<file path="src/hw/mdm_pkg.sv">
package mdm_pkg;

  // ------------------------------------------------------------
  // Bus geometry
  // ------------------------------------------------------------
  localparam int MDM_ADDR_W = 32;
  localparam int MDM_DATA_W = 32;
  localparam int MDM_DIV_W  = 9;

  // ------------------------------------------------------------
  // Register byte addresses
  // ------------------------------------------------------------
  localparam logic [31:0] MDM_ADDR_CFG      = 32'h4405_0700;
  localparam logic [31:0] MDM_ADDR_CMD      = 32'h4405_0704;
  localparam logic [31:0] MDM_ADDR_DATA     = 32'h4405_0708;
  localparam logic [31:0] MDM_ADDR_IRQ_STAT = 32'h4405_070C;
  localparam logic [31:0] MDM_ADDR_IRQ_MASK = 32'h4405_0710;

  // ------------------------------------------------------------
  // Field positions
  // ------------------------------------------------------------
  localparam int MDM_DIV_LSB    = 7;
  localparam int MDM_SUPP_BIT   = 5;
  localparam int MDM_HOLD_LSB   = 2;
  localparam int MDM_RNR_BIT    = 1;
  localparam int MDM_BUSY_BIT   = 0;
  localparam int MDM_LAUNCH_BIT = 15;
  localparam int MDM_PHY_LSB    = 5;
  localparam int MDM_REG_LSB    = 0;
  localparam int MDM_IRQ_DONE   = 1;
  localparam int MDM_IRQ_RERR   = 0;

  // ------------------------------------------------------------
  // Values after reset
  // ------------------------------------------------------------
  localparam logic [8:0] MDM_DIV_RST  = 9'h028;
  localparam logic [2:0] MDM_HOLD_RST = 3'h0;
  localparam logic       MDM_SUPP_RST = 1'b0;

  // ------------------------------------------------------------
  // Frame layout and bit counts
  // ------------------------------------------------------------
  localparam logic [1:0]  MDM_SOF        = 2'h1;
  localparam logic [1:0]  MDM_OP_RD      = 2'h2;
  localparam logic [1:0]  MDM_OP_WR      = 2'h1;
  localparam logic [1:0]  MDM_TA_RD      = 2'h3;
  localparam logic [1:0]  MDM_TA_WR      = 2'h2;
  localparam logic [31:0] MDM_PREAMBLE   = 32'hFFFF_FFFF;
  localparam logic [6:0]  MDM_FRAME_BITS = 7'h20;
  localparam logic [6:0]  MDM_FULL_BITS  = 7'h40;
  localparam logic [6:0]  MDM_TA_FIRST   = 7'h12;
  localparam logic [6:0]  MDM_TA_LAST    = 7'h11;
  localparam logic [6:0]  MDM_DATA_LEFT  = 7'h10;

  typedef enum logic [1:0] {
    MDM_IDLE,
    MDM_WAIT_RISE,
    MDM_HOLD
  } mdm_state_t;

endpackage

</file>
<file path="src/hw/mdm_mdc_if.sv">
`timescale 1ns/1ps
interface mdm_mdc_if;
  logic [mdm_pkg::MDM_DIV_W-1:0] divisor;
  logic                          mdc;
  logic                          mdc_rise;

  modport gen  (input divisor, output mdc, output mdc_rise);
  modport user (output divisor, input mdc, input mdc_rise);
endinterface

</file>
<file path="src/hw/mdm_sync2.sv">
`timescale 1ns/1ps
module mdm_sync2 (
  input  wire logic clk_in,
  input  wire logic rst_n_in,
  input  wire logic d_in,
  output logic      q_out
);
  logic meta;

  always_ff @(posedge clk_in or negedge rst_n_in) begin
    if (!rst_n_in) begin
      meta  <= 1'b1;
      q_out <= 1'b1;
    end else begin
      meta  <= d_in;
      q_out <= meta;
    end
  end
endmodule

</file>
<file path="src/hw/mdm_mdc_gen.sv">
`timescale 1ns/1ps
module mdm_mdc_gen (
  input  wire logic clk_in,
  input  wire logic rst_n_in,
  mdm_mdc_if.gen    mdc_bus
);
  import mdm_pkg::*;

  logic [MDM_DIV_W:0] cnt;

  // Low phase d cycles, high phase d+1 cycles: period 2d+1
  always_ff @(posedge clk_in or negedge rst_n_in) begin
    if (!rst_n_in) begin
      cnt              <= '0;
      mdc_bus.mdc      <= 1'b0;
      mdc_bus.mdc_rise <= 1'b0;
    end else begin
      mdc_bus.mdc_rise <= 1'b0;
      if (mdc_bus.divisor == '0) begin
        cnt         <= '0;
        mdc_bus.mdc <= 1'b0;
      end else if (cnt <= 10'h001) begin
        mdc_bus.mdc      <= ~mdc_bus.mdc;
        mdc_bus.mdc_rise <= ~mdc_bus.mdc;
        cnt              <= mdc_bus.mdc ? {1'b0, mdc_bus.divisor}
                                        : 10'({1'b0, mdc_bus.divisor} + 10'h001);
      end else begin
        cnt <= 10'(cnt - 10'h001);
      end
    end
  end
endmodule

</file>
<file path="src/hw/mdm_top.sv">
`timescale 1ns/1ps
module mdm_top (
  input  wire logic                           core_clk_in,
  input  wire logic                           arst_n_in,
  input  wire logic                           psel_in,
  input  wire logic                           penable_in,
  input  wire logic                           pwrite_in,
  input  wire logic [mdm_pkg::MDM_ADDR_W-1:0] paddr_in,
  input  wire logic [mdm_pkg::MDM_DATA_W-1:0] pwdata_in,
  output logic      [mdm_pkg::MDM_DATA_W-1:0] prdata_out,
  output logic                                pready_out,
  output logic                                pslverr_out,
  output logic                                mdc_out,
  input  wire logic                           mdio_in,
  output logic                                mdio_out,
  output logic                                mdio_oe_out,
  output logic                                irq_out
);
  import mdm_pkg::*;

  // ------------------------------------------------------------
  // Reset release
  // ------------------------------------------------------------
  logic rst_meta_n;
  logic rst_n;

  always_ff @(posedge core_clk_in or negedge arst_n_in) begin
    if (!arst_n_in) begin
      rst_meta_n <= 1'b0;
      rst_n      <= 1'b0;
    end else begin
      rst_meta_n <= 1'b1;
      rst_n      <= rst_meta_n;
    end
  end

  // ------------------------------------------------------------
  // Declarations
  // ------------------------------------------------------------
  logic [8:0]  cfg_div;
  logic        cfg_supp;
  logic [2:0]  cfg_hold;
  logic [4:0]  cmd_phy;
  logic [4:0]  cmd_reg;
  logic [15:0] data_reg;
  logic        busy;
  logic        frame_rd;
  logic        read_no_response;
  logic [1:0]  irq_stat;
  logic [1:0]  irq_mask;
  logic [1:0]  irq_set;
  logic [1:0]  irq_clr;
  logic        bus_wr;
  logic        bus_rd;
  logic        sel_cfg;
  logic        sel_cmd;
  logic        sel_data;
  logic        sel_stat;
  logic        sel_mask;
  logic        launch_rd;
  logic        launch_wr;
  logic        launch;
  logic        adv;
  logic        finish;
  logic [31:0] next_frame;
  logic [31:0] next_prdata;
  logic        next_pslverr;
  logic [6:0]  next_left;
  mdm_state_t  state;
  logic [63:0] tx_sr;
  logic [6:0]  bits_left;
  logic [3:0]  hold_cnt;
  logic [15:0] rx_sr;
  logic        ta_bad;
  logic        mdio_sync;
  logic        mdc_rise;
  logic        bit_rise;
  logic        launch_q;

  mdm_mdc_if mdc_bus ();

  // ------------------------------------------------------------
  // Clock divider and input synchroniser
  // ------------------------------------------------------------
  assign mdc_bus.divisor = cfg_div;
  assign mdc_out         = mdc_bus.mdc;
  assign mdc_rise        = mdc_bus.mdc_rise;

  mdm_mdc_gen u_mdc_gen (
    .clk_in   (core_clk_in),
    .rst_n_in (rst_n),
    .mdc_bus  (mdc_bus.gen)
  );

  mdm_sync2 u_mdio_sync (
    .clk_in   (core_clk_in),
    .rst_n_in (rst_n),
    .d_in     (mdio_in),
    .q_out    (mdio_sync)
  );

  // ------------------------------------------------------------
  // APB decode
  // ------------------------------------------------------------
  assign pready_out = 1'b1;
  assign bus_wr     = psel_in & penable_in & pwrite_in;
  assign bus_rd     = psel_in & penable_in & ~pwrite_in;
  assign sel_cfg    = (paddr_in == MDM_ADDR_CFG);
  assign sel_cmd    = (paddr_in == MDM_ADDR_CMD);
  assign sel_data   = (paddr_in == MDM_ADDR_DATA);
  assign sel_stat   = (paddr_in == MDM_ADDR_IRQ_STAT);
  assign sel_mask   = (paddr_in == MDM_ADDR_IRQ_MASK);

  // Launches while busy are dropped so a running frame is never corrupted
  assign launch_rd = bus_wr & sel_cmd & pwdata_in[MDM_LAUNCH_BIT] & ~busy;
  assign launch_wr = bus_wr & sel_data & ~busy;
  assign launch    = launch_rd | launch_wr;

  // Read takes its addresses from the same write; write uses the stored ones
  always_comb begin
    if (launch_rd) begin
      next_frame = {MDM_SOF, MDM_OP_RD, pwdata_in[MDM_PHY_LSB +: 5],
                    pwdata_in[MDM_REG_LSB +: 5], MDM_TA_RD, 16'h0000};
    end else begin
      next_frame = {MDM_SOF, MDM_OP_WR, cmd_phy, cmd_reg, MDM_TA_WR,
                    pwdata_in[15:0]};
    end
  end

  // ------------------------------------------------------------
  // Configuration and command registers
  // ------------------------------------------------------------
  always_ff @(posedge core_clk_in or negedge rst_n) begin
    if (!rst_n) begin
      cfg_div  <= MDM_DIV_RST;
      cfg_supp <= MDM_SUPP_RST;
      cfg_hold <= MDM_HOLD_RST;
    end else if (bus_wr && sel_cfg) begin
      cfg_div  <= pwdata_in[MDM_DIV_LSB +: MDM_DIV_W];
      cfg_supp <= pwdata_in[MDM_SUPP_BIT];
      cfg_hold <= pwdata_in[MDM_HOLD_LSB +: 3];
    end
  end

  always_ff @(posedge core_clk_in or negedge rst_n) begin
    if (!rst_n) begin
      cmd_phy <= 5'h00;
      cmd_reg <= 5'h00;
    end else if (bus_wr && sel_cmd) begin
      cmd_phy <= pwdata_in[MDM_PHY_LSB +: 5];
      cmd_reg <= pwdata_in[MDM_REG_LSB +: 5];
    end
  end

  always_ff @(posedge core_clk_in or negedge rst_n) begin
    if (!rst_n) begin
      data_reg <= 16'h0000;
    end else if (launch_wr) begin
      data_reg <= pwdata_in[15:0];
    end else if (finish && frame_rd) begin
      data_reg <= rx_sr;
    end
  end

  // ------------------------------------------------------------
  // Read data, captured in the setup phase
  // ------------------------------------------------------------
  always_comb begin
    next_prdata  = 32'h0000_0000;
    next_pslverr = 1'b0;
    if (sel_cfg) begin
      next_prdata[MDM_DIV_LSB +: MDM_DIV_W] = cfg_div;
      next_prdata[MDM_SUPP_BIT]             = cfg_supp;
      next_prdata[MDM_HOLD_LSB +: 3]        = cfg_hold;
      next_prdata[MDM_RNR_BIT]              = read_no_response;
      next_prdata[MDM_BUSY_BIT]             = busy;
    end else if (sel_cmd) begin
      next_prdata[MDM_LAUNCH_BIT]     = busy & frame_rd;
      next_prdata[MDM_PHY_LSB +: 5]   = cmd_phy;
      next_prdata[MDM_REG_LSB +: 5]   = cmd_reg;
    end else if (sel_data) begin
      next_prdata[15:0] = data_reg;
    end else if (sel_stat) begin
      next_prdata[1:0] = irq_stat;
    end else if (sel_mask) begin
      next_prdata[1:0] = irq_mask;
    end else begin
      next_pslverr = 1'b1;
    end
  end

  always_ff @(posedge core_clk_in or negedge rst_n) begin
    if (!rst_n) begin
      prdata_out  <= 32'h0000_0000;
      pslverr_out <= 1'b0;
    end else if (psel_in && !penable_in) begin
      prdata_out  <= pwrite_in ? 32'h0000_0000 : next_prdata;
      pslverr_out <= next_pslverr;
    end else if (!psel_in) begin
      pslverr_out <= 1'b0;
    end
  end

  // ------------------------------------------------------------
  // Frame engine
  // ------------------------------------------------------------
  // A rise in the cycle right after a launch is skipped: the first bit needs a setup cycle
  assign bit_rise  = (state == MDM_WAIT_RISE) && mdc_rise && !launch_q;
  assign adv       = (bit_rise && cfg_hold == 3'h0) ||
                     ((state == MDM_HOLD) && (hold_cnt == 4'h0));
  assign finish    = adv && (bits_left == 7'h01);
  assign next_left = 7'(bits_left - 7'h01);

  always_ff @(posedge core_clk_in or negedge rst_n) begin
    if (!rst_n) begin
      launch_q <= 1'b0;
    end else begin
      launch_q <= launch;
    end
  end

  always_ff @(posedge core_clk_in or negedge rst_n) begin
    if (!rst_n) begin
      state <= MDM_IDLE;
    end else begin
      case (state)
        MDM_IDLE: begin
          if (launch) begin
            state <= MDM_WAIT_RISE;
          end
        end
        MDM_WAIT_RISE: begin
          if (finish) begin
            state <= MDM_IDLE;
          end else if (bit_rise && cfg_hold != 3'h0) begin
            state <= MDM_HOLD;
          end
        end
        MDM_HOLD: begin
          if (finish) begin
            state <= MDM_IDLE;
          end else if (adv) begin
            state <= MDM_WAIT_RISE;
          end
        end
        default: begin
          state <= MDM_IDLE;
        end
      endcase
    end
  end

  // With a nonzero hold code the bit changes only after the hold count; with hold code 0 it changes on the rising edge
  always_ff @(posedge core_clk_in or negedge rst_n) begin
    if (!rst_n) begin
      hold_cnt <= 4'h0;
    end else if (bit_rise && cfg_hold != 3'h0) begin
      hold_cnt <= 4'({cfg_hold, 1'b0} - 4'h1);
    end else if (state == MDM_HOLD && hold_cnt != 4'h0) begin
      hold_cnt <= 4'(hold_cnt - 4'h1);
    end
  end

  always_ff @(posedge core_clk_in or negedge rst_n) begin
    if (!rst_n) begin
      tx_sr       <= 64'h0000_0000_0000_0000;
      bits_left   <= 7'h00;
      mdio_out    <= 1'b0;
      mdio_oe_out <= 1'b0;
    end else if (launch) begin
      tx_sr       <= cfg_supp ? {next_frame, 32'h0000_0000}
                              : {MDM_PREAMBLE, next_frame};
      bits_left   <= cfg_supp ? MDM_FRAME_BITS : MDM_FULL_BITS;
      mdio_out    <= cfg_supp ? next_frame[31] : 1'b1;
      mdio_oe_out <= 1'b1;
    end else if (finish) begin
      bits_left   <= 7'h00;
      mdio_out    <= 1'b0;
      mdio_oe_out <= 1'b0;
    end else if (adv) begin
      tx_sr       <= {tx_sr[62:0], 1'b0};
      bits_left   <= next_left;
      mdio_out    <= tx_sr[62];
      // Pin released from the turnaround on so the PHY can answer
      mdio_oe_out <= !(frame_rd && next_left <= MDM_TA_FIRST);
    end
  end

  // Sampled pin lags two cycles; the half period is long enough to hide it
  always_ff @(posedge core_clk_in or negedge rst_n) begin
    if (!rst_n) begin
      rx_sr  <= 16'h0000;
      ta_bad <= 1'b0;
    end else if (bit_rise && frame_rd) begin
      if (bits_left == MDM_TA_LAST) begin
        ta_bad <= mdio_sync;
      end
      if (bits_left <= MDM_DATA_LEFT) begin
        rx_sr <= {rx_sr[14:0], mdio_sync};
      end
    end
  end

  always_ff @(posedge core_clk_in or negedge rst_n) begin
    if (!rst_n) begin
      busy     <= 1'b0;
      frame_rd <= 1'b0;
    end else if (launch) begin
      busy     <= 1'b1;
      frame_rd <= launch_rd;
    end else if (finish) begin
      busy     <= 1'b0;
    end
  end

  always_ff @(posedge core_clk_in or negedge rst_n) begin
    if (!rst_n) begin
      read_no_response <= 1'b0;
    end else if (finish && frame_rd) begin
      read_no_response <= ta_bad;
    end
  end

  // ------------------------------------------------------------
  // Interrupts
  // ------------------------------------------------------------
  assign irq_set[MDM_IRQ_DONE] = finish;
  assign irq_set[MDM_IRQ_RERR] = finish & frame_rd & ta_bad;

  // A read clears only what it returned, so later events survive
  always_comb begin
    irq_clr = 2'h0;
    if (bus_rd && sel_stat) begin
      irq_clr = prdata_out[1:0];
    end else if (bus_wr && sel_stat) begin
      irq_clr = pwdata_in[1:0];
    end
  end

  always_ff @(posedge core_clk_in or negedge rst_n) begin
    if (!rst_n) begin
      irq_stat <= 2'h0;
    end else begin
      irq_stat <= (irq_stat & ~irq_clr) | irq_set;
    end
  end

  always_ff @(posedge core_clk_in or negedge rst_n) begin
    if (!rst_n) begin
      irq_mask <= 2'h0;
    end else if (bus_wr && sel_mask) begin
      irq_mask <= pwdata_in[1:0];
    end
  end

  always_ff @(posedge core_clk_in or negedge rst_n) begin
    if (!rst_n) begin
      irq_out <= 1'b0;
    end else begin
      irq_out <= |(irq_stat & irq_mask);
    end
  end

  logic [10:0] since_rise;
  logic        per_ok;
  logic [8:0]  div_prev;

  always_ff @(posedge core_clk_in or negedge rst_n) begin
    if (!rst_n) begin
      since_rise <= 11'h000;
      per_ok     <= 1'b0;
      div_prev   <= MDM_DIV_RST;
    end else begin
      div_prev <= cfg_div;
      if (mdc_rise) begin
        since_rise <= 11'h001;
      end else if (since_rise != 11'h7FF) begin
        since_rise <= 11'(since_rise + 11'h001);
      end
      if (cfg_div != div_prev || cfg_div == 9'h000) begin
        per_ok <= 1'b0;
      end else if (mdc_rise) begin
        per_ok <= 1'b1;
      end
    end
  end
endmodule

</file>
<file path="config.mk">
export PLATFORM = sky130hd
export DESIGN_NAME = mdm_top
export DESIGN_NICKNAME = d
export VERILOG_FILES = /design/src/hw/mdm_pkg.sv /design/src/hw/mdm_mdc_if.sv /design/src/hw/mdm_sync2.sv /design/src/hw/mdm_mdc_gen.sv /design/src/hw/mdm_top.sv
export SDC_FILE = /design/constraint.sdc
export NUM_CORES = 1
export LEC_CHECK = 0
export BUFFER_PORTS_ARGS = -buffer_cell sky130_fd_sc_hd__clkbuf_2
export CAP_MARGIN = 20
export CORE_MARGIN = 2
export CORE_UTILIZATION = 25
export DETAILED_ROUTE_END_ITERATION = 12
export PLACE_DENSITY = 0.37
export SYNTH_ARGS = -nofsm -noshare
export SYNTH_HDL_FRONTEND = slang
export SYNTH_HIERARCHICAL = 1
export SYNTH_SLANG_ARGS = --single-unit
</file>
<file path="constraint.sdc">
create_clock -name core_clk_in -period 5.9 [get_ports core_clk_in]
set_input_delay 0.885 -clock core_clk_in [delete_from_list [all_inputs] [get_ports core_clk_in]]
set_output_delay 0.885 -clock core_clk_in [all_outputs]
set_load 0.01 [all_outputs]
</file>
==> impl_metrics.ini, run 1 <==
[outcome]
status = finished, final reports clean

[final_layout]
final_nets = 1031
antennaDiodeCount = 0
fillers = 3844
regMostFlops = tx_sr
drive_gt1_share_pct = 19.9
largest_reg_flops = 63
area_growth_pct = 13.6

[pwr]
power_density_nw_per_um2 = 233
ir_drop_mv = 0.192
p_leak_uw = 0.00469
power_uw = 2410

[logic_synthesis]
netlist_area_um2 = 9110
ys_types = 78
ys_seq_area_share_pct = 48.4
ys_warn_count = 6
synth-main-ff-cell = dfrtp_1
synth-edff-count = 0
async_flop_share_pct = 100
ys_seq_elements = 176
syn_avg_cell_area_um2 = 10.1
synthCells = 902

[worst_setup_path]
crit_required_ns = 6.21
cp_max_fo = 25
critPathKind = reg -> reg
critPathLaunchType = register
worst_setup_path_end_kind = register
crit_arrival_ns = 3.40

[floorplan]
core_um2 = 35700
rows = 69
io_pins = 108
die_h_um = 195
initial_core_util_pct = 25.5
die_w_um = 195
die_area_um2 = 38000

[sta]
finalMaxSlewViolations = 0
period_minus_slack_ns = 3.09
post-route-period-util_pct = 52.3
skew_ns = 0.0140
fmax_ghz = 0.324
tightest_slew_ns = 0.990
relSlewSlack_pct = 33.8
setup_tns_ns = 0
hold_violations = 0
rsz0062_at_grt = no
setup_viol = 0

[clock_network]
clk_root_buffer_cell = clkbuf_16
cts_sinks = 176
cts_resized = 0
htreeDepth = 4
clock_latency_ns = 0.45
cts_tree = built
cts_hold_buf = 0
clk_pin_slew_ns = 0.07
cts_buffers = 17
cts_max_path_buffers = 2
postCtsSetupBuffers = 0

[routing]
drt-total-wl_um = 27700
via_count = 6776
vias_per_cell = 4.76
drt_iter0_markers = 320
wire_per_inst_um = 19.5
drtPass1Iterations = 4
ant_nets = 0
drc_errors = 0

[global_route]
grt_antenna_before_repair = 0
grt_max_degree = 104
grt_overflow = 0
track_usage_pct = 15.1
grt_pass1_wl_um = 43600
grt_pass1_vias = 6997

[min_path]
hp-class = in -> async

[placement]
gp_congestion = 0.753
io_buffer_count = 74
dp_hpwl_um = 19000

[run]
maxCapViolations = 0
## per-stage QoR
stage,area (um2),hold WS (ns),util (%),setup WS [ns],std cells
final,10300,0.218,29.0,2.81,1423
after CTS,10300,0.198,29.0,2.76,1423
after global routing,10300,0.202,29.0,2.59,1423
after global placement,9800,0.335,27.4,2.26,1392
after detailed placement,9800,0.343,27.4,2.27,1392
after floorplan,9170,0.331,-,0.640,918
## worst paths after layout
path	startpoint	end	slack, ns	cells past startpoint
setup / recovery	hold_cnt[0]	tx_sr[23]	2.81	9
hold / removal	arst_n_in	rst_n	0.22	1
setup reg to reg	hold_cnt[0]	tx_sr[23]	2.81	9
hold reg to reg	rst_n	tx_sr[45]	0.32	0
max in group asynchronous	rst_n	prdata_out[15]	4.58	1
min in group core_clk_in	u_mdio_sync/meta	u_mdio_sync/q_out	0.35	0
## routing by layer
layer	part of all wire, %	routed length [um]	up-vias	GRT usage [%]
met5	0	0	-	0
met4	1.1	314	0	3.99
met3	2.0	551	18	1.98
met2	47	12900	87	23.9
met1	50	13900	3377	21.5
li1	-	-	3294	-
## cells by family (layout without fill, tap and decap cells)
group                    after synthesis  after routing  share of synthesized area [%]
AND/OR/NAND/NOR                      304            304                           17.5
AO/OA/AOI/OAI                        211            211                           15.3
flip-flops                           176            176                           48.4
buffers and inverters                 96            140                           5.62
multiplexers                          88             88                           10.3
XOR/XNOR                              14             14                           1.35
adder cells (fa/ha/maj)               11             11                           1.51
other                                  2             18                         0.0824
## area by class of cell
type	instances	area [um2]	area share, %
clock buffer	18	439	4.24
clock inverter	13	114	1.10
inverter	25	93.8	0.907
multi-input combinational	646	4250	41.1
sequential	176	4410	42.6
tap	461	577	5.57
timing repair buffer	84	458	4.43
## cell usage after synthesis (4+ instances only)
library cell | n | area share [%]
nand4_1 | 5 | 0.34
o21a_1 | 5 | 0.41
inv_1 | 25 | 1.0
dfstp_2 | 4 | 1.2
ha_1 | 11 | 1.5
a32o_1 | 8 | 0.88
nor3b_1 | 6 | 0.49
o22a_1 | 4 | 0.38
nand2b_1 | 5 | 0.34
a22o_1 | 4 | 0.38
xor2_1 | 4 | 0.38
o22ai_1 | 6 | 0.41
a211oi_2 | 5 | 0.69
a31oi_1 | 5 | 0.34
nor2_1 | 34 | 1.4
a2bb2oi_1 | 15 | 1.4
nand2_1 | 148 | 6.1
xnor2_1 | 10 | 0.96
dfrtp_1 | 172 | 47
o21ai_0 | 66 | 3.6
or3_1 | 11 | 0.76
a211oi_1 | 12 | 0.99
buf_4 | 22 | 1.8
mux2_2 | 43 | 5.3
clkbuf_1 | 21 | 0.87
mux2i_1 | 45 | 4.9
nor2b_1 | 13 | 0.89
nand3_1 | 11 | 0.60
a21oi_1 | 37 | 2.0
buf_2 | 18 | 0.99
and4_1 | 5 | 0.48
buf_6 | 6 | 0.74
o221ai_1 | 7 | 0.67
and3_1 | 18 | 1.2
nor3_1 | 8 | 0.44
o21ai_1 | 14 | 0.77
## where the power goes
group	total (uW)	internal, uW	switching (uW)	leakage, uW
clock network	1110	590	519	0.000260
registers	1220	1210	6.69	0.00204
logic	91.2	24.6	66.7	0.00239
total	2410	1820	592	0.00469
## critical path, cell delays in order (launching register included)
cell and delay (ns):
dfrtp_1 0.39, inv_1 0.13, ha_1 0.20, nor3b_1 0.41
a22oi_2 0.35, nor2_4 0.53, buf_4 0.42, mux2_2 0.38
nand2_1 0.07, o21ai_1 0.07
## cells in the final DEF, fill, tap and decap left out, types with 7 or more instances in the layout
| cell type | count |
|---|---|
| a2bb2oi_1 | 15 |
| conb_1 | 18 |
| nand3_1 | 11 |
| clkbuf_2 | 74 |
| o21ai_1 | 14 |
| o21ai_0 | 66 |
| nand2_1 | 148 |
| clkbuf_16 | 17 |
| a32o_1 | 8 |
| buf_4 | 9 |
| mux2i_1 | 45 |
| xnor2_1 | 10 |
| nor2_1 | 34 |
| or3_1 | 11 |
| mux2_2 | 43 |
| nor3_1 | 8 |
| dfrtp_1 | 171 |
| a21oi_1 | 37 |
| ha_1 | 11 |
| o221ai_1 | 7 |
| and3_1 | 18 |
| nor2b_1 | 13 |
| inv_1 | 25 |
| a211oi_1 | 12 |
Power figures use the tool's default switching activity.
==> run 2: changes to the inputs <==
Clock period 5.9 ns to 2.89 ns, I/O delays scaled along.
==> impl_metrics.ini, run 2 (same netlist as run 1, synthesis figures left out) <==
[routing]
wire_per_inst_um = 19.4
vias_per_cell = 4.73
via_count = 6838
drc_errors = 0
drt_iter0_markers = 421
drtPass1Iterations = 5
ant_nets = 0
drt-total-wl_um = 28100

[sta]
setup_viol = 0
skew_ns = 0.0168
relSlewSlack_pct = 43.5
setup_tns_ns = 0
fmax_ghz = 0.409
hold_violations = 0
tightest_slew_ns = 0.844
period_minus_slack_ns = 2.45
rsz0062_at_grt = no
post-route-period-util_pct = 84.7
finalMaxSlewViolations = 0

[floorplan]
core_um2 = 35700
die_h_um = 195
initial_core_util_pct = 25.5
die_area_um2 = 38000
die_w_um = 195
io_pins = 108
rows = 69

[placement]
gp_congestion = 0.801
place_inst = 1413
dpl_cell_area_um2 = 10000
io_buffer_count = 74
dp_hpwl_um = 20000

[final_layout]
stdcell_count = 1446
final_nets = 1053
area_growth_pct = 16.2
final_common_cell = dfrtp_1
largest_reg_flops = 63
drive_gt1_share_pct = 21.5
antennaDiodeCount = 0
final_cell_area_um2 = 10600
regMostFlops = tx_sr
mostFrequentLayoutCells = dfrtp_1, nand2_1, clkbuf_2

[pwr]
ir_drop_mv = 0.282
power_density_nw_per_um2 = 471
p_leak_uw = 0.00483

[worst_setup_path]
rrSetupSlack_ns = 0.44
crit_arrival_ns = 2.80
critPathKind = reg -> reg
cp_max_fo = 19
critPathLaunchType = register
worst_setup_path_end_kind = register
crit_required_ns = 3.25

[global_route]
grt_pass1_vias = 6860
grt_max_degree = 58
grt_overflow = 0
grt_antenna_before_repair = 0
track_usage_pct = 15.3
grt_pass1_wl_um = 43800

[clock_network]
postCtsSetupBuffers = 0
cts_resized = 0
clk_pin_slew_ns = 0.07
cts_max_path_buffers = 2
htreeDepth = 4
cts_buffers = 17
cts_hold_buf = 1
cts_sinks = 176
clock_latency_ns = 0.45
cts_tree = built
clk_root_buffer_cell = clkbuf_16

[min_path]
hp-class = in -> reg

[outcome]
status = finished, final reports clean

[run]
maxCapViolations = 0
[run 2: changes by cell type in the layout (fill, tap and decap cells not counted)]
cell	before	now
buf_12	1	5
buf_4	9	26
clkbuf_1	0	1
clkbuf_8	1	2
clkinv_2	4	3
clkinv_4	1	3
clkinvlp_4	5	3
dlygate4sd3_1	0	1
[run 2: metal layers]
metal / part of all wire, % / GRT usage, % / vias to the layer above
li1: - / - / 3324
met1: 51 / 22.5 / 3348
met2: 44 / 22.9 / 144
met3: 3.4 / 2.46 / 22
met4: 1.6 / 4.55 / 0
met5: 0 / 0 / -
[run 2: path summary, 6_finish.rpt]
kind	startpoint	end	cells after the start
max	hold_cnt[0]	tx_sr[2]	8
min	mdio_in	u_mdio_sync/meta	1
max reg2reg	hold_cnt[0]	tx_sr[2]	8
min reg2reg	rst_n	tx_sr[1]	0
max in group asynchronous	rst_n	tx_sr[18]	1
min in group asynchronous	arst_n_in	rst_n	2
[run 2: stage by stage]
| stage | setup slack [ns] | util [%] | power, uW | hold slack, ns |
|---|---|---|---|---|
| 2_1_floorplan | 0.689 | - | 2620 | 0.138 |
| 3_3_place_gp | 0.285 | 28.0 | 2740 | 0.220 |
| 3_5_place_dp | 0.232 | 28.0 | 2740 | 0.224 |
| 4_1_cts | 0.447 | 29.6 | 5070 | 0.0462 |
| 5_1_grt | 0.243 | 29.6 | 5180 | 0.0490 |
| 6_report | 0.442 | 29.6 | 4980 | 0.0702 |
[run 2: area by class of cell]
class / instances / area, um2
clock buffers: 20 / 457
clock inverters: 12 / 111
fillers: 3796 / 25200
inverters: 25 / 93.8
multi-input cells: 646 / 4250
flip-flops and latches: 176 / 4410
well taps: 461 / 577
repair buffers: 106 / 676
[run 2: report_power, final]
| group | switching (uW) | internal, uW | total, uW |
|---|---|---|---|
| combinational | 146 | 56.3 | 202 |
| sequential | 13.0 | 2470 | 2480 |
| clock | 1060 | 1240 | 2300 |
| total | 1220 | 3760 | 4980 |
[run 2: worst max-delay path, stage by stage (launching register included)]
cell and delay [ns]:
dfrtp_1 0.38, inv_1 0.12, ha_1 0.19, nor3b_1 0.38
a22oi_2 0.21, or2_1 0.47, nand2_1 0.13, buf_4 0.27
a2bb2oi_1 0.20
==> run 3: changes to the inputs <==
Settings changed: PLACE_DENSITY 0.37 to 0.38.
Clock period 2.89 ns to 2 ns, I/O delays scaled along.
==> impl_metrics.ini, run 3 (same netlist as run 1, synthesis figures left out) <==
[outcome]
status = finished, violations left
violations = setup timing

[routing]
via_count = 7289
drc_errors = 0
drtPass1Iterations = 5
wire_per_inst_um = 18.4
drt-total-wl_um = 28500
drt_iter0_markers = 368
ant_nets = 0
vias_per_cell = 4.71

[placement]
gp_congestion = 0.800
io_buffer_count = 74
dp_hpwl_um = 20600
pre_cts_ws_ns = -0.235

[worst_setup_path]
worst_setup_path_end_kind = register
crit_arrival_ns = 2.38
critPathLaunchType = register
cp_max_fo = 12
crit_required_ns = 2.37
critPathKind = reg -> reg

[final_layout]
regMostFlops = tx_sr
final_nets = 1155
final_common_cell = dfrtp_1
drive_gt1_share_pct = 35.8
area_growth_pct = 32.5
largest_reg_flops = 63
antennaDiodeCount = 0
mostFrequentLayoutCells = dfrtp_1, nand2_1, buf_4

[sta]
skew_ns = 0.0129
timing.hold.ws_ns = 0.184
fmax_ghz = 0.499
tightest_slew_ns = 0.735
setup_tns_ns = -0.00558
setup_viol = 1
post-route-period-util_pct = 100
rsz0062_at_grt = yes
period_minus_slack_ns = 2.01
finalMaxSlewViolations = 0
finalWorstSetupSlack_ns = -0.00558
relSlewSlack_pct = 50.9
hold_violations = 0

[global_route]
track_usage_pct = 15.1
grt_pass1_wl_um = 44300
grt_max_degree = 57
grt_antenna_before_repair = 0
grt_overflow = 0
grt_pass1_vias = 7382

[clock_network]
clk_pin_slew_ns = 0.08
htreeDepth = 4
clock_latency_ns = 0.43
cts_buffers = 17
cts_sinks = 176
clk_root_buffer_cell = clkbuf_16
cts_tree = built
cts_max_path_buffers = 2

[floorplan]
core_um2 = 35700
initial_core_util_pct = 25.5
die_area_um2 = 38000
die_h_um = 195
die_w_um = 195
rows = 69
io_pins = 108

[pwr]
power_density_nw_per_um2 = 590
p_leak_uw = 0.00554
power_uw = 7120
ir_drop_mv = 0.526

[run]
maxCapViolations = 0

[min_path]
hp-class = in -> async
-- run 3: changes by cell type in the layout (fill, tap and decap cells not counted), moves of 12 or more --
| cell | previous run | this run |
|---|---|---|
| nand2_2 | 0 | 15 |
| a2bb2oi_2 | 0 | 12 |
| buf_12 | 5 | 21 |
| buf_4 | 26 | 100 |
| nand2_1 | 148 | 131 |
| o21ai_1 | 14 | 30 |
| a2bb2oi_1 | 15 | 3 |
| o21ai_0 | 66 | 41 |
-- run 3: path summary, 6_finish.rpt --
check                              from            to  slack [ns]  depth (start not counted)
setup / recovery            hold_cnt[1]  bits_left[2]      -0.006                          8
min in group core_clk_in   pwdata_in[6]   data_reg[6]        0.21                          3
setup reg to reg            hold_cnt[1]  bits_left[2]      -0.006                          8
max in group asynchronous         rst_n    cfg_div[5]        1.06                          1
hold / removal                arst_n_in         rst_n        0.18                          2
hold reg to reg                   rst_n      tx_sr[9]        0.29                          0
-- run 3: repair_timing --
action	4_1_cts	5_1_grt
resized for setup	28	104
endpoints found under the setup margin	54	65
gates cloned	0	6
setup buffers	2	4
hold buffers	2	0
hold endpoints to repair	3	0
pin swaps	4	32
-- run 3: metrics by stage --
stage	utilization, %	instances	area (um2)
floorplan	-	918	9230
global placement	30.4	1502	10900
detailed placement	30.4	1502	10900
CTS	32.3	1538	11500
global route	33.8	1548	12100
finish	33.8	1548	12100
-- run 3: metal layers --
metal / GRT usage (%) / routed length [um] / vias to the layer above
met5: 0 / 0 / -
met4: 3.34 / 278 / 0
met3: 2.48 / 675 / 14
met2: 24.6 / 13500 / 111
met1: 21.1 / 14000 / 3620
li1: - / - / 3544
-- run 3: area by class of cell --
class	instances	area, um2
Clock buffer	21	460
Clock inverter	11	97.6
Fill cell	3769	23700
Inverter	25	93.8
Multi-Input combinational cell	646	4680
Sequential cell	176	4410
Tap cell	461	577
Timing Repair Buffer	208	1750
-- run 3: worst max-delay path, cell delays in order (launching register included) --
cell,delay [ns]
dfrtp_1,0.38
inv_2,0.08
ha_4,0.13
nor3b_4,0.21
a22oi_2,0.16
buf_4,0.17
buf_4,0.18
or4_1,0.50
a21oi_2,0.13
-- run 3: report_power, final --
part	leakage (uW)	switching (uW)	total [uW]	internal, uW
clock	0.000271	1520	3210	1690
combinational	0.00323	219	325	106
sequential	0.00204	15.7	3580	3560
